### src/aem_pkg.sv
// Shared constants for the engine alarm monitor
package aem_pkg;
	// Number of latched, delayed faults
	localparam int N_FAULTS = 4;
	// Fault index positions in the latch vectors
	localparam int IDX_FUEL = 0;
	localparam int IDX_OVERSPEED = 1;
	localparam int IDX_TORSION = 2;
	localparam int IDX_LOAD = 3;
	// First-fault code when nothing is latched
	localparam logic [2:0] FIRST_NONE = 3'h0;
	// Full scale of a percentage setting
	localparam int PCT_FULL = 100;
	// Reset value of the torsional full-scale setting, percent of rated rpm
	localparam logic [7:0] TORSIONAL_FULL_SCALE_PCT_RESET_PCT = 8'h01;
	// Reset value of the alarm and shutdown latch vectors
	localparam logic [N_FAULTS-1:0] LATCH_RESET = 4'h0;
	// Speed switch states
	typedef enum logic [1:0] {
		AEM_SW_OFF = 2'h1,
		AEM_SW_ON = 2'h2
	} aem_switch_e;
endpackage

### src/aem_alarm_monitor.sv
// Engine alarm monitor: delayed threshold faults, latches, relay and trip
module aem_alarm_monitor #(
	parameter int SPD_W = 16,
	parameter int PCT_W = 8,
	parameter int DLY_W = 8,
	parameter int TICKS_PER_SEC = 1
) (
	input wire logic ref_clk,
	input wire logic rst_b,
	input wire logic tick,
	input wire logic [PCT_W-1:0] fuel_demand_pct,
	input wire logic [SPD_W-1:0] engine_speed_rpm,
	input wire logic [SPD_W-1:0] torsional_level_rpm,
	input wire logic [SPD_W-1:0] load_kw,
	input wire logic [SPD_W-1:0] rated_rpm,
	input wire logic [PCT_W-1:0] fuel_demand_limit,
	input wire logic [DLY_W-1:0] fuel_demand_delay_s,
	input wire logic [SPD_W-1:0] overspeed_limit_rpm,
	input wire logic [DLY_W-1:0] overspeed_delay_s,
	input wire logic [PCT_W-1:0] torsional_limit_pct,
	input wire logic [PCT_W-1:0] torsional_full_scale_pct,
	input wire logic torsional_scale_load,
	input wire logic [DLY_W-1:0] torsional_delay_s,
	input wire logic [SPD_W-1:0] load_limit,
	input wire logic [DLY_W-1:0] load_delay_s,
	input wire logic [SPD_W-1:0] speed_switch_on_level,
	input wire logic [SPD_W-1:0] speed_switch_off_level,
	input wire logic speed_switch_to_relay,
	input wire logic [aem_pkg::N_FAULTS-1:0] alarm_enable,
	input wire logic [aem_pkg::N_FAULTS-1:0] shutdown_enable,
	input wire logic energize_for_alarm,
	input wire logic actuator_trip_on_alarm,
	input wire logic actuator_trip_on_shutdown,
	input wire logic alarm_reset,
	output logic [aem_pkg::N_FAULTS-1:0] alarm_latched_q,
	output logic [aem_pkg::N_FAULTS-1:0] shutdown_latched_q,
	output logic [2:0] first_alarm_q,
	output logic [2:0] first_shutdown_q,
	output logic speed_switch_q,
	output logic alarm_relay_q,
	output logic actuator_trip_q,
	output logic [PCT_W-1:0] torsional_scale_q
);
	localparam int PROD_W = 2 * PCT_W + SPD_W + 2;

	logic rst_meta_q;
	logic rst_n;
	logic [aem_pkg::N_FAULTS-1:0] cond;
	logic [aem_pkg::N_FAULTS-1:0] expired;
	logic [aem_pkg::N_FAULTS-1:0] alarm_d;
	logic [aem_pkg::N_FAULTS-1:0] shutdown_d;
	logic [aem_pkg::N_FAULTS-1:0] clear_ok;
	logic [PROD_W-1:0] tors_lhs;
	logic [PROD_W-1:0] tors_rhs;
	logic reset_prev_q;
	logic reset_pulse;
	logic alarm_any;
	logic shutdown_any;

	// Lowest latched index, coded 1..N; lowest index wins a tie
	function automatic logic [2:0] first_index(input logic [aem_pkg::N_FAULTS-1:0] v);
		logic [2:0] r;
		r = aem_pkg::FIRST_NONE;
		for (int i = aem_pkg::N_FAULTS - 1; i >= 0; i--) begin
			if (v[i]) begin
				r = 3'(i + 1);
			end
		end
		return r;
	endfunction

	// Reset release through two flops; assertion stays asynchronous
	always_ff @(posedge ref_clk or negedge rst_b) begin
		if (!rst_b) begin
			rst_meta_q <= 1'b0;
			rst_n <= 1'b0;
		end else begin
			rst_meta_q <= 1'b1;
			rst_n <= rst_meta_q;
		end
	end

	// Torsional scale setting, held until software reloads it
	always_ff @(posedge ref_clk or negedge rst_n) begin
		if (!rst_n) begin
			torsional_scale_q <= aem_pkg::TORSIONAL_FULL_SCALE_PCT_RESET_PCT;
		end else if (torsional_scale_load) begin
			torsional_scale_q <= torsional_full_scale_pct;
		end
	end

	// Torsion compare without division: level*100*100 >= limit*scale*rated
	assign tors_lhs = PROD_W'(torsional_level_rpm) * PROD_W'(aem_pkg::PCT_FULL)
		* PROD_W'(aem_pkg::PCT_FULL);
	assign tors_rhs = PROD_W'(torsional_limit_pct) * PROD_W'(torsional_scale_q)
		* PROD_W'(rated_rpm);

	// Raw threshold conditions
	assign cond[aem_pkg::IDX_FUEL] = fuel_demand_pct > fuel_demand_limit;
	assign cond[aem_pkg::IDX_OVERSPEED] = engine_speed_rpm > overspeed_limit_rpm;
	assign cond[aem_pkg::IDX_TORSION] = tors_lhs >= tors_rhs;
	assign cond[aem_pkg::IDX_LOAD] = load_kw > load_limit;

	// Persistence timers, one per fault
	aem_delay_timer #(.DLY_W(DLY_W), .CNT_W(24), .TICKS_PER_SEC(TICKS_PER_SEC)) u_fuel_tmr (
		.clk(ref_clk),
		.rst_n(rst_n),
		.tick(tick),
		.cond(cond[aem_pkg::IDX_FUEL]),
		.delay_s(fuel_demand_delay_s),
		.expired_q(expired[aem_pkg::IDX_FUEL])
	);
	aem_delay_timer #(.DLY_W(DLY_W), .CNT_W(24), .TICKS_PER_SEC(TICKS_PER_SEC)) u_speed_tmr (
		.clk(ref_clk),
		.rst_n(rst_n),
		.tick(tick),
		.cond(cond[aem_pkg::IDX_OVERSPEED]),
		.delay_s(overspeed_delay_s),
		.expired_q(expired[aem_pkg::IDX_OVERSPEED])
	);
	aem_delay_timer #(.DLY_W(DLY_W), .CNT_W(24), .TICKS_PER_SEC(TICKS_PER_SEC)) u_tors_tmr (
		.clk(ref_clk),
		.rst_n(rst_n),
		.tick(tick),
		.cond(cond[aem_pkg::IDX_TORSION]),
		.delay_s(torsional_delay_s),
		.expired_q(expired[aem_pkg::IDX_TORSION])
	);
	aem_delay_timer #(.DLY_W(DLY_W), .CNT_W(24), .TICKS_PER_SEC(TICKS_PER_SEC)) u_load_tmr (
		.clk(ref_clk),
		.rst_n(rst_n),
		.tick(tick),
		.cond(cond[aem_pkg::IDX_LOAD]),
		.delay_s(load_delay_s),
		.expired_q(expired[aem_pkg::IDX_LOAD])
	);

	// Speed switch is non-latching and bypasses the fault latches
	aem_speed_switch #(.SPD_W(SPD_W)) u_speed_sw (
		.clk(ref_clk),
		.rst_n(rst_n),
		.speed(engine_speed_rpm),
		.on_level(speed_switch_on_level),
		.off_level(speed_switch_off_level),
		.switch_q(speed_switch_q)
	);

	// Reset request is the falling edge of the reset control
	always_ff @(posedge ref_clk or negedge rst_n) begin
		if (!rst_n) begin
			reset_prev_q <= 1'b0;
		end else begin
			reset_prev_q <= alarm_reset;
		end
	end
	assign reset_pulse = reset_prev_q && !alarm_reset;
	assign clear_ok = reset_pulse ? ~cond : '0;

	// Latch update; a new set wins over a clear in the same cycle
	assign alarm_d = (expired & alarm_enable) | (alarm_latched_q & ~clear_ok);
	assign shutdown_d = (expired & shutdown_enable) | (shutdown_latched_q & ~clear_ok);

	always_ff @(posedge ref_clk or negedge rst_n) begin
		if (!rst_n) begin
			alarm_latched_q <= aem_pkg::LATCH_RESET;
			shutdown_latched_q <= aem_pkg::LATCH_RESET;
		end else begin
			alarm_latched_q <= alarm_d;
			shutdown_latched_q <= shutdown_d;
		end
	end

	// First fault stays frozen until every latch of its kind has cleared
	always_ff @(posedge ref_clk or negedge rst_n) begin
		if (!rst_n) begin
			first_alarm_q <= aem_pkg::FIRST_NONE;
			first_shutdown_q <= aem_pkg::FIRST_NONE;
		end else begin
			if (alarm_d == '0) begin
				first_alarm_q <= aem_pkg::FIRST_NONE;
			end else if (first_alarm_q == aem_pkg::FIRST_NONE) begin
				first_alarm_q <= first_index(alarm_d);
			end
			if (shutdown_d == '0) begin
				first_shutdown_q <= aem_pkg::FIRST_NONE;
			end else if (first_shutdown_q == aem_pkg::FIRST_NONE) begin
				first_shutdown_q <= first_index(shutdown_d);
			end
		end
	end

	// Relay demand includes the speed switch when routed to the relay
	assign alarm_any = (alarm_latched_q != '0) || (speed_switch_to_relay && speed_switch_q);
	assign shutdown_any = shutdown_latched_q != '0;

	// Relay and actuator outputs, one cycle behind the latches
	always_ff @(posedge ref_clk or negedge rst_n) begin
		if (!rst_n) begin
			alarm_relay_q <= 1'b0;
			actuator_trip_q <= 1'b0;
		end else begin
			alarm_relay_q <= alarm_any ? energize_for_alarm : !energize_for_alarm;
			actuator_trip_q <= (actuator_trip_on_alarm && alarm_latched_q != '0)
				|| (actuator_trip_on_shutdown && shutdown_any);
		end
	end
endmodule

### src/aem_delay_timer.sv
// Persistence timer: a condition must hold for a delay before it counts
module aem_delay_timer #(
	parameter int DLY_W = 8,
	parameter int CNT_W = 24,
	parameter int TICKS_PER_SEC = 1
) (
	input wire logic clk,
	input wire logic rst_n,
	input wire logic tick,
	input wire logic cond,
	input wire logic [DLY_W-1:0] delay_s,
	output logic expired_q
);
	logic [CNT_W-1:0] count_q;
	logic [CNT_W-1:0] target;

	// Delay in ticks; sized so the product cannot wrap for 8-bit delays
	assign target = CNT_W'(delay_s) * CNT_W'(TICKS_PER_SEC);

	// Tick counter, saturates at the target so it never wraps back under it
	always_ff @(posedge clk or negedge rst_n) begin
		if (!rst_n) begin
			count_q <= '0;
		end else if (!cond) begin
			count_q <= '0;
		end else if (tick && count_q < target) begin
			count_q <= count_q + CNT_W'(1);
		end
	end

	// Expiry is re-qualified by the live condition to drop on the first clock edge after it ends
	always_ff @(posedge clk or negedge rst_n) begin
		if (!rst_n) begin
			expired_q <= 1'b0;
		end else begin
			expired_q <= cond && (count_q >= target);
		end
	end
endmodule

### src/aem_speed_switch.sv
// Speed switch with pickup and dropout levels giving hysteresis
module aem_speed_switch #(
	parameter int SPD_W = 16
) (
	input wire logic clk,
	input wire logic rst_n,
	input wire logic [SPD_W-1:0] speed,
	input wire logic [SPD_W-1:0] on_level,
	input wire logic [SPD_W-1:0] off_level,
	output logic switch_q
);
	aem_pkg::aem_switch_e state_q;
	aem_pkg::aem_switch_e state_d;
	logic low_acting;

	// Pickup below dropout means the switch acts on falling speed
	assign low_acting = on_level < off_level;

	// Next state; between the two levels the switch keeps its state
	always_comb begin
		state_d = state_q;
		unique case (state_q)
			aem_pkg::AEM_SW_OFF: begin
				if (low_acting ? (speed < on_level) : (speed > on_level)) begin
					state_d = aem_pkg::AEM_SW_ON;
				end
			end
			aem_pkg::AEM_SW_ON: begin
				if (low_acting ? (speed > off_level) : (speed < off_level)) begin
					state_d = aem_pkg::AEM_SW_OFF;
				end
			end
			default: state_d = aem_pkg::AEM_SW_OFF;
		endcase
	end

	// State register and its registered output
	always_ff @(posedge clk or negedge rst_n) begin
		if (!rst_n) begin
			state_q <= aem_pkg::AEM_SW_OFF;
			switch_q <= 1'b0;
		end else begin
			state_q <= state_d;
			switch_q <= (state_d == aem_pkg::AEM_SW_ON);
		end
	end
endmodule

### config.mk
export PLATFORM = sky130hd
export DESIGN_NAME = aem_alarm_monitor
export DESIGN_NICKNAME = d
export VERILOG_FILES = /design/src/aem_pkg.sv /design/src/aem_alarm_monitor.sv /design/src/aem_delay_timer.sv /design/src/aem_speed_switch.sv
export SDC_FILE = /design/constraint.sdc
export NUM_CORES = 1
export LEC_CHECK = 0
export ABC_AREA = 0
export BUFFER_PORTS_ARGS = -buffer_cell sky130_fd_sc_hd__buf_2
export CAP_MARGIN = 20
export CORE_ASPECT_RATIO = 1.5
export CORE_MARGIN = 2
export CORE_UTILIZATION = 40
export CTS_BUF_LIST = sky130_fd_sc_hd__clkbuf_2 sky130_fd_sc_hd__clkbuf_4 sky130_fd_sc_hd__clkbuf_8
export DETAILED_ROUTE_END_ITERATION = 16
export PLACE_DENSITY = 0.61
export SETUP_SLACK_MARGIN = 0.02
export SLEW_MARGIN = 20
export SYNTH_ARGS = -nofsm -noshare
export SYNTH_HDL_FRONTEND = slang
export SYNTH_HIERARCHICAL = 1
export SYNTH_SLANG_ARGS = --single-unit
### constraint.sdc
create_clock -name ref_clk -period 11.64 [get_ports ref_clk]
set_input_delay 1.164 -clock ref_clk [delete_from_list [all_inputs] [get_ports ref_clk]]
set_output_delay 1.164 -clock ref_clk [all_outputs]
set_load 0.02 [all_outputs]
# Word level (Yosys, flattened, before mapping)
# Index checks and enable logic that the tools add are counted.
# word_totals
ff_bits,130
in_bits,209
output_inout_bits,25
word_cells,111
# classes
add_sub_neg,4
n_mul,4
n_lt_le_gt_ge,17
eq_ne,7
n_mux,27
n_bitwise,8
reduce_logical,24
# op_table
op,n
$mux 24,8
$add 24x1->24 const B,4
$ge 24x8->1,4
$lt 24x8->1,4
$gt 16x16->1,4
$lt 16x16->1,3
$mux 3,12
$ge 30x32->1,1
$mul 16x16->32,1
$mul 21x5->26 const B,1
$mul 16x5->21 const B,1
$and 4x4->4,4
$mul 8x8->16,1
$logic_and 1x1->1,12
$gt 8x8->1,1
$logic_not 4->1,2
$ne 2x2->1 const B,4
$not 4->4,2
$or 4x4->4,2
$reduce_bool 4->1,2
$logic_not 3->1,2
$eq 2x2->1 const B,2
$mux 2,2
$mux 4,1
6 further kinds,11

# Longest topological paths before layout
# Gate-level depths: netlist of the first run.
# depth
ltp_word,14
depth_mapped,53
ltp_nobuf,50

# By module
# Netlist of the first run, hierarchy kept.
# modules_own_cells
module,instances,cells_per_inst,area_each_um2,seq_area_each_um2
aem_alarm_monitor,1,1958,16913.7,676.9
aem_delay_timer,4,119,1249.9,625.6
aem_speed_switch,1,169,1341.3,76.3

# Least setup slack after synthesis of the first run
# No wires, ideal clock.
# synth_timing
path_kind,input to register
startpoint,input port torsional_limit_pct[0]
endpoint,register u_tors_tmr.count_q[0]
setup_ns,0.079
arrival_ns,12.944
t_required_ns,11.561
slack_ns,-1.383
cell_stages,52
path_buffers,4
cell_sequence,clkbuf_1 -> nand2_1 -> fa_1 -> fa_1 -> inv_1 -> fa_1 -> inv_1 -> fa_1 -> inv_1 -> ha_1 -> inv_1 -> o21bai_1 -> a21oi_1 -> o21bai_1 -> a21oi_1 -> o21bai_1 -> a2111o_1 -> nand3_1 -> (+16 left out) -> o21ai_2 -> o31a_2 -> a21o_1 -> a21o_1 -> a21oi_1 -> xor2_1 -> ha_1 -> nand2_1 -> nor4_1 -> nand2_1 -> a2111oi_0 -> o21ai_0 -> mux2i_1 -> and2_2 -> buf_4 -> clkbuf_1 -> nand2_1 -> mux2i_1
# synth_via
elab_chain_len,4
word_cells_on_any_way,5
cone_classes,mul: 2; order compare: 1; eq/ne: 1; mux: 1
# synth_lines
item,line,text
start: declaration,aem_alarm_monitor.sv:20,"input wire logic [PCT_W-1:0] torsional_limit_pct,"
$mul 8x8->16 *,aem_alarm_monitor.sv:95,assign tors_rhs = PROD_W'(torsional_limit_pct) * PROD_W'(torsional_scale_q)
$mul 16x16->32 *,aem_alarm_monitor.sv:96,* PROD_W'(rated_rpm);
$ge 30x32->1 *,aem_alarm_monitor.sv:101,assign cond[aem_pkg::IDX_TORSION] = tors_lhs >= tors_rhs;
net cond (one bit),aem_alarm_monitor.sv:48,logic [aem_pkg::N_FAULTS-1:0] cond;
$ne 2x2->1 (no line) or $mux 24 (tied branches),-,
end signal: assignment,aem_delay_timer.sv:27,count_q <= count_q + CNT_W'(1);
end: declaration,aem_delay_timer.sv:14,logic [CNT_W-1:0] count_q;
# Mark *: on every way through the listed nets, which the timed path passes. The rest lies on a longest branch.
# A chain may end at the register's enable or synchronous reset.

# Worst setup path in the final report of the first run
# layout_timing
startpoint,input port torsional_limit_pct[3]
endpoint,register first_alarm_q[1]
# layout_via
elab_chain_len,13
word_cells_on_any_way,15
cone_classes,mul: 2; order compare: 1; mux: 6; bitwise: 4; reduce/logical: 2
# layout_lines
item,line,text
$mul 8x8->16 *,aem_alarm_monitor.sv:95,
$mul 16x16->32 *,aem_alarm_monitor.sv:96,
$ge 30x32->1 *,aem_alarm_monitor.sv:101,
$not 4->4 *,aem_alarm_monitor.sv:157,assign clear_ok = reset_pulse ? ~cond : '0;
$mux 4 *,aem_alarm_monitor.sv:157,
$not 4->4 *,aem_alarm_monitor.sv:160,assign alarm_d = (expired & alarm_enable) | (alarm_latched_q & ~clear_ok);
$and 4x4->4 *,aem_alarm_monitor.sv:160,
$or 4x4->4 *,aem_alarm_monitor.sv:160,
$mux 3 (3 in a row),aem_alarm_monitor.sv:65,if (v[i]) begin
$mux 3,aem_alarm_monitor.sv:181,end else if (first_alarm_q == aem_pkg::FIRST_NONE) begin
$mux 3,aem_alarm_monitor.sv:179,if (alarm_d == '0) begin
end signal: assignment,aem_alarm_monitor.sv:176,first_alarm_q <= aem_pkg::FIRST_NONE;
end signal: assignment,aem_alarm_monitor.sv:180,first_alarm_q <= aem_pkg::FIRST_NONE;
end signal: assignment,aem_alarm_monitor.sv:182,first_alarm_q <= first_index(alarm_d);
end: declaration,aem_alarm_monitor.sv:37,"output logic [2:0] first_alarm_q,"
# Every way passes the cells marked *; elsewhere a longest branch is shown, timed or not. The select of a mux whose other input is x is not followed.

==> run metrics, run 1 <==
worst setup path startpoint=torsional_limit_pct[3]; Mapped Nets=3475; global-route total usage across every layer=0.199; iteration-0 DRC count of the detailed router=615; Final Hold Vio Count=0; residual antenna-violating net count after detailed routing=0; sequential cell area=3260 um^2; worst-case reg-to-reg path depth=50; number of primary I/O pins=234; r2r endpoint=first_alarm_q[1]; Std-Cell Core Area=57700 um^2; most frequent cells in the layout=sky130_fd_sc_hd__inv_1 (524), sky130_fd_sc_hd__ha_1 (397), sky130_fd_sc_hd__fa_1 (254); fraction of layout instances using a drive strength above 1=0.177; Max-Slew Margin vs Limit=0.422; area after detailed placement=26300 um^2; maximum fanout along the worst path=7; Clock Skews=0.0317 ns; element type at the critical path end=flop; DRC Markers=0; Crit path max-delay family=adder cells; most frequent standard cell in the layout excluding fill and tap cells=sky130_fd_sc_hd__inv_1; crit path DAT=about 12 ns; maximum number of pins on one net before global-route repair=between 60 and 70; WL per Instance=15.5 um; clock tree from TritonCTS=done; first-pass GRT wire length=99300 um; Die Footprint=60100 um^2; horizontal die dimension=201 um; number of synthesized register bits=130; routed wire length=57600 um; number of antenna violations at the first check in global routing=3; number of H-tree levels=4; type of the setup path with the least slack=in -> reg; number of max-capacitance violations reported=0; synthesized instance count=2603; achievable clock frequency=roughly 0.083 GHz; number of port buffers=233; Crit path largest cell delay=0.54 ns; die span in y=299 um; sequential element share of the synthesized area=0.140; synthesis warning total=6; path length in cells of the critical path=49; Async S/R FF share, synth=1.00; final critical delay including setup and external delays=approximately 12 ns; dpl hpwl=slightly below 50000 um; slew at the pin closest to its max-slew limit=0.867 ns; remaining global-route overflow=0; post-synth design cell area=23300 um^2; final max-slew violation count=0; type of origin of the critical path=primary input; average footprint of a synthesized cell=8.93 um^2; total iterations of the first detailed-routing run=5; placement row count=108; clk root buf=sky130_fd_sc_hd__clkbuf_8; area added between synthesis and finish=15.9%; CP required=~12 ns; count of clock tree sinks=130; worst setup slack for register-to-register paths=-0.18 ns; total negative slack for setup checks=-8.01 ns; critical path's slowest cell=sky130_fd_sc_hd__fa_1; Setup WS post-layout=-0.414 ns; path type of the worst min-delay path=reg -> reg; Skew-Pair Late Insertion Delay=0.48 ns; worst setup path end=first_alarm_q[1]; global placer's final weighted congestion=0.905; finished layout cell area=between 20000 and 30000 um^2; final-report setup violation count=33; fillcell total=around 5600; final clock period utilization by the worst path=1.04; EDFF count, synth=0; most common flop cell mapped by yosys=sky130_fd_sc_hd__dfrtp_1; setup repair after global routing missed its margin=yes; critical register-to-register path startpoint=torsional_scale_q[3]; Via Count=18900; via count of the first global-routing pass=21100; Clock transition at path regs=about 0.09 ns; CP most frequent cell=sky130_fd_sc_hd__fa_1; Crit path buffers/inverters=9; DR vias/cell=5.08; worst slack after detailed placement=-1.01 ns; status=complete, but fails checks; count of cell types in the netlist=83; number of nets in the finished design=3804; total clock buffers created by CTS=17; buffer levels on the longest clock path=2; violated checks=negative setup slack; Starting Density=0.403; area taken by multi-input logic gates=18000 um^2
==> sequential cells by signal, summed over array words and instances, names as in the netlist <==
name	cells
u_speed_tmr/count_q	24
rst_n	1
u_tors_tmr/expired_q	1
u_speed_tmr/expired_q	1
u_load_tmr/count_q	24
rst_meta_q	1
u_fuel_tmr/count_q	24
u_tors_tmr/count_q	24
u_speed_sw/state_q	2
alarm_relay_q	1
u_fuel_tmr/expired_q	1
u_load_tmr/expired_q	1
shutdown_latched_q	4
alarm_latched_q	4
actuator_trip_q	1
first_alarm_q	3
u_speed_sw/switch_q	1
first_shutdown_q	3
torsional_scale_q	8
reset_prev_q	1
==> cell families after synthesis <==
group | count (synthesis) | synth area share
flip-flops | 130 | 0.140
AND/OR/NAND/NOR | 749 | 0.172
AO/OA/AOI/OAI | 337 | 0.0991
adder cells (fa/ha/maj) | 663 | 0.440
other | 1 | 0.000161
XOR/XNOR | 76 | 0.0286
buffers and inverters | 601 | 0.0997
multiplexers | 46 | 0.0208
==> synthesized netlist by cell type, types with 17 or more instances <==
cell type,n,share of area
sky130_fd_sc_hd__inv_1,535,0.086
sky130_fd_sc_hd__ha_1,406,0.22
sky130_fd_sc_hd__fa_1,257,0.22
sky130_fd_sc_hd__nand2_1,238,0.038
sky130_fd_sc_hd__and2_1,199,0.054
sky130_fd_sc_hd__dfrtp_1,128,0.14
sky130_fd_sc_hd__a21oi_1,114,0.025
sky130_fd_sc_hd__clkbuf_1,51,0.0082
sky130_fd_sc_hd__nor2_1,49,0.0079
sky130_fd_sc_hd__xnor2_1,44,0.017
sky130_fd_sc_hd__a21o_1,42,0.014
sky130_fd_sc_hd__nand4_1,39,0.010
sky130_fd_sc_hd__nand2b_1,38,0.010
sky130_fd_sc_hd__and3_1,36,0.0097
sky130_fd_sc_hd__o21ai_0,34,0.0073
sky130_fd_sc_hd__xor2_1,32,0.012
sky130_fd_sc_hd__mux2i_1,28,0.012
sky130_fd_sc_hd__nor3_1,28,0.0060
sky130_fd_sc_hd__nand3_1,27,0.0058
sky130_fd_sc_hd__o21a_1,25,0.0081
sky130_fd_sc_hd__nor4_1,24,0.0065
sky130_fd_sc_hd__mux2_2,18,0.0087
sky130_fd_sc_hd__nor2b_1,17,0.0046
==> worst register-to-register path: cells and delay by family, from the launching register on <==
kind	cells	cell delay [ns]
flip-flops	1	0.49
XOR/XNOR	1	0.15
multiplexers	2	0.44
AND/OR/NAND/NOR	6	1.09
buffers and inverters	8	0.79
AO/OA/AOI/OAI	20	3.61
adder cells (fa/ha/maj)	13	5.16
==> layer usage <==
metal | wire, um | GRT usage | share of wire | vias to the layer above
li1 | - | - | - | 9132
met1 | 22200 | 0.216 | 0.39 | 9306
met2 | 32000 | 0.394 | 0.56 | 355
met3 | 1770 | 0.0271 | 0.031 | 96
met4 | 1620 | 0.0600 | 0.028 | 4
met5 | 27 | 0 | 0.00047 | -
==> worst min-delay path by stage <==
| stage | from | endpoint | slack, ns | depth (start not counted) |
|---|---|---|---|---|
| after floorplan | rst_meta_q | rst_n | 0.33 | 0 |
| after global placement | rst_meta_q | rst_n | 0.34 | 0 |
| after detailed placement | rst_meta_q | rst_n | 0.34 | 0 |
| after CTS | rst_meta_q | rst_n | 0.36 | 0 |
| after global routing | rst_meta_q | rst_n | 0.38 | 0 |
| final | rst_meta_q | rst_n | 0.36 | 0 |
==> final cells by class <==
type                       instances  area share
tap                              770      0.0358
inverter                         535      0.0746
timing repair buffer             374      0.0857
clock buffer                      20     0.00975
sequential                       130       0.121
multi-input combinational       1874       0.668
antenna                            1   0.0000929
clock inverter                    12     0.00460
==> metrics by stage <==
step	utilization	hold WS (ns)	cells
2_1_floorplan	-	0.331	2603
4_1_cts	0.466	0.365	3714
5_1_grt	0.467	0.383	3715
3_3_place_gp	0.456	0.337	3674
6_report	0.467	0.362	3716
3_5_place_dp	0.456	0.339	3674
==> repair_timing <==
action / in CTS / in global routing
setup endpoints to repair: 33 / 33
pin swaps: 47 / 6
setup buffers: 6 / 1
hold buffers: 0 / 0
cloned: 2 / 0
gates resized for setup: 35 / 6
Power of run 1 is left out: the tool's default activity adds up to more than one toggle a clock period on the data nets, which glitch-free logic cannot reach.
==> inputs of run 2 (changes only) <==
Settings changed: GPL_ROUTABILITY_DRIVEN set to 0, MAX_ROUTING_LAYER set to met4, SKIP_LAST_GASP set to 1.
==> run metrics, run 2 (synthesis results as in run 1) <==
CP required=12.01 ns; maximum fanout along the worst path=6; residual antenna-violating net count after detailed routing=0; number of hold buffers added after cts=0; placement row count=about 110; maximum number of pins on one net before global-route repair=81; Die Footprint=60100 um^2; worst setup slack for register-to-register paths=approximately 0.080 ns; die span in y=between 200 and 300 um; most frequent cells in the layout=sky130_fd_sc_hd__inv_1 (525), sky130_fd_sc_hd__ha_1 (395), sky130_fd_sc_hd__fa_1 (251); achievable clock frequency=0.0845 GHz; clock tree from TritonCTS=done; type of the setup path with the least slack=in -> reg; type of origin of the critical path=primary input; first-pass GRT wire length=98800 um; finished layout cell area=27100 um^2; Clock Skews=0.0372 ns; number of primary I/O pins=approximately 230; Setup WS post-layout=-0.191 ns; fillcell total=5607; crit path DAT=between 10 and 15 ns; setup repair after global routing missed its margin=yes; final-report setup violation count=19; path type of the worst min-delay path=reg -> async; r2r endpoint=first_alarm_q[1]; CP most frequent cell=sky130_fd_sc_hd__fa_1; Skew-Pair Late Insertion Delay=0.50 ns; total clock buffers created by CTS=17; remaining global-route overflow=0; core utilization of the finished layout=0.470; count of clock tree sinks=130; global-route total usage across every layer=0.204; final critical delay including setup and external delays=around 12 ns; Via Count=19100; clk root buf=sky130_fd_sc_hd__clkbuf_8; Std-Cell Core Area=a little under 60000 um^2; worst setup path startpoint=torsional_limit_pct[2]; slew at the pin closest to its max-slew limit=~0.90 ns; critical path's slowest cell=sky130_fd_sc_hd__fa_1; number of max-capacitance violations reported=0; element type at the critical path end=flop; buffer levels on the longest clock path=2; worst setup path end=first_alarm_q[1]; number of H-tree levels=4; Max-Slew Margin vs Limit=0.400; WL per Instance=15.5 um; final max-slew violation count=0; dpl hpwl=slightly below 50000 um; number of nets in the finished design=3815; critical register-to-register path startpoint=torsional_scale_q[3]; total iterations of the first detailed-routing run=5; most frequent standard cell in the layout excluding fill and tap cells=sky130_fd_sc_hd__inv_1; fraction of layout instances using a drive strength above 1=0.186; Crit path largest cell delay=0.52 ns; routed wire length=58000 um; worst-case reg-to-reg path depth=48; number of port buffers=roughly 230; number of antenna violations at the first check in global routing=3; DR vias/cell=5.12; final clock period utilization by the worst path=1.02; Clock transition at path regs=~0.11 ns; iteration-0 DRC count of the detailed router=about 730; Starting Density=0.403; area added between synthesis and finish=16.7%; Final Hold Vio Count=0; status=complete, but fails checks; DRC Markers=0; horizontal die dimension=201 um; violated checks=negative setup slack; area after detailed placement=about 26000 um^2; via count of the first global-routing pass=21400
## run 2: worst min-delay path by stage
stage                from              endpoint
6_report            rst_n  torsional_scale_q[1]
3_3_place_gp   rst_meta_q                 rst_n
3_5_place_dp   rst_meta_q                 rst_n
4_1_cts        rst_meta_q                 rst_n
2_1_floorplan  rst_meta_q                 rst_n
5_1_grt        rst_meta_q                 rst_n
## run 2: cell type report
type,count,area [um^2],share of cell area
multi-input combinational,1875,18100,0.667
sequential,130,3260,0.120
timing repair buffer,384,2370,0.0875
inverter,535,2010,0.0741
tap,770,963,0.0355
clock buffer,19,262,0.00964
clock inverter,13,161,0.00595
antenna,3,7.51,0.000277
## run 2: repair_timing
item | 4_1_cts | 5_1_grt
resized for setup | 39 | 16
cloned | 3 | 0
pin swaps | 38 | 14
setup buffers | 10 | 4
endpoints found under the setup margin | 32 | 33
## run 2: critical path: cells and delay by family
kind / cells / cell delay (ns)
adders and majority gates: 13 / 5.19
AOI/OAI and AO/OA: 21 / 3.89
and+or+nand+nor: 6 / 0.99
buffers and inverters: 8 / 0.68
xor gates and xnor gates: 1 / 0.15
muxes: 1 / 0.09
## run 2: metal layers
metal,vias to the layer above,part of all wire,GRT usage
li1,9157,-,-
met1,9425,0.38,0.209
met2,393,0.56,0.399
met3,103,0.033,0.0259
met4,0,0.027,0.0630
met5,-,0,-
## run 2: metrics by stage
step	worst slack, ns	instances	hold slack [ns]	TNS (ns)
6_report	-0.191	3729	0.352	-0.862
5_1_grt	-0.646	3729	0.368	-15.76
4_1_cts	-0.170	3722	0.361	-0.795
3_5_place_dp	-1.00	3677	0.342	-26.20
3_3_place_gp	-0.812	3677	0.338	-21.36
2_1_floorplan	-0.110	2603	0.331	-1.25
Power of run 2 is left out for the same reason.
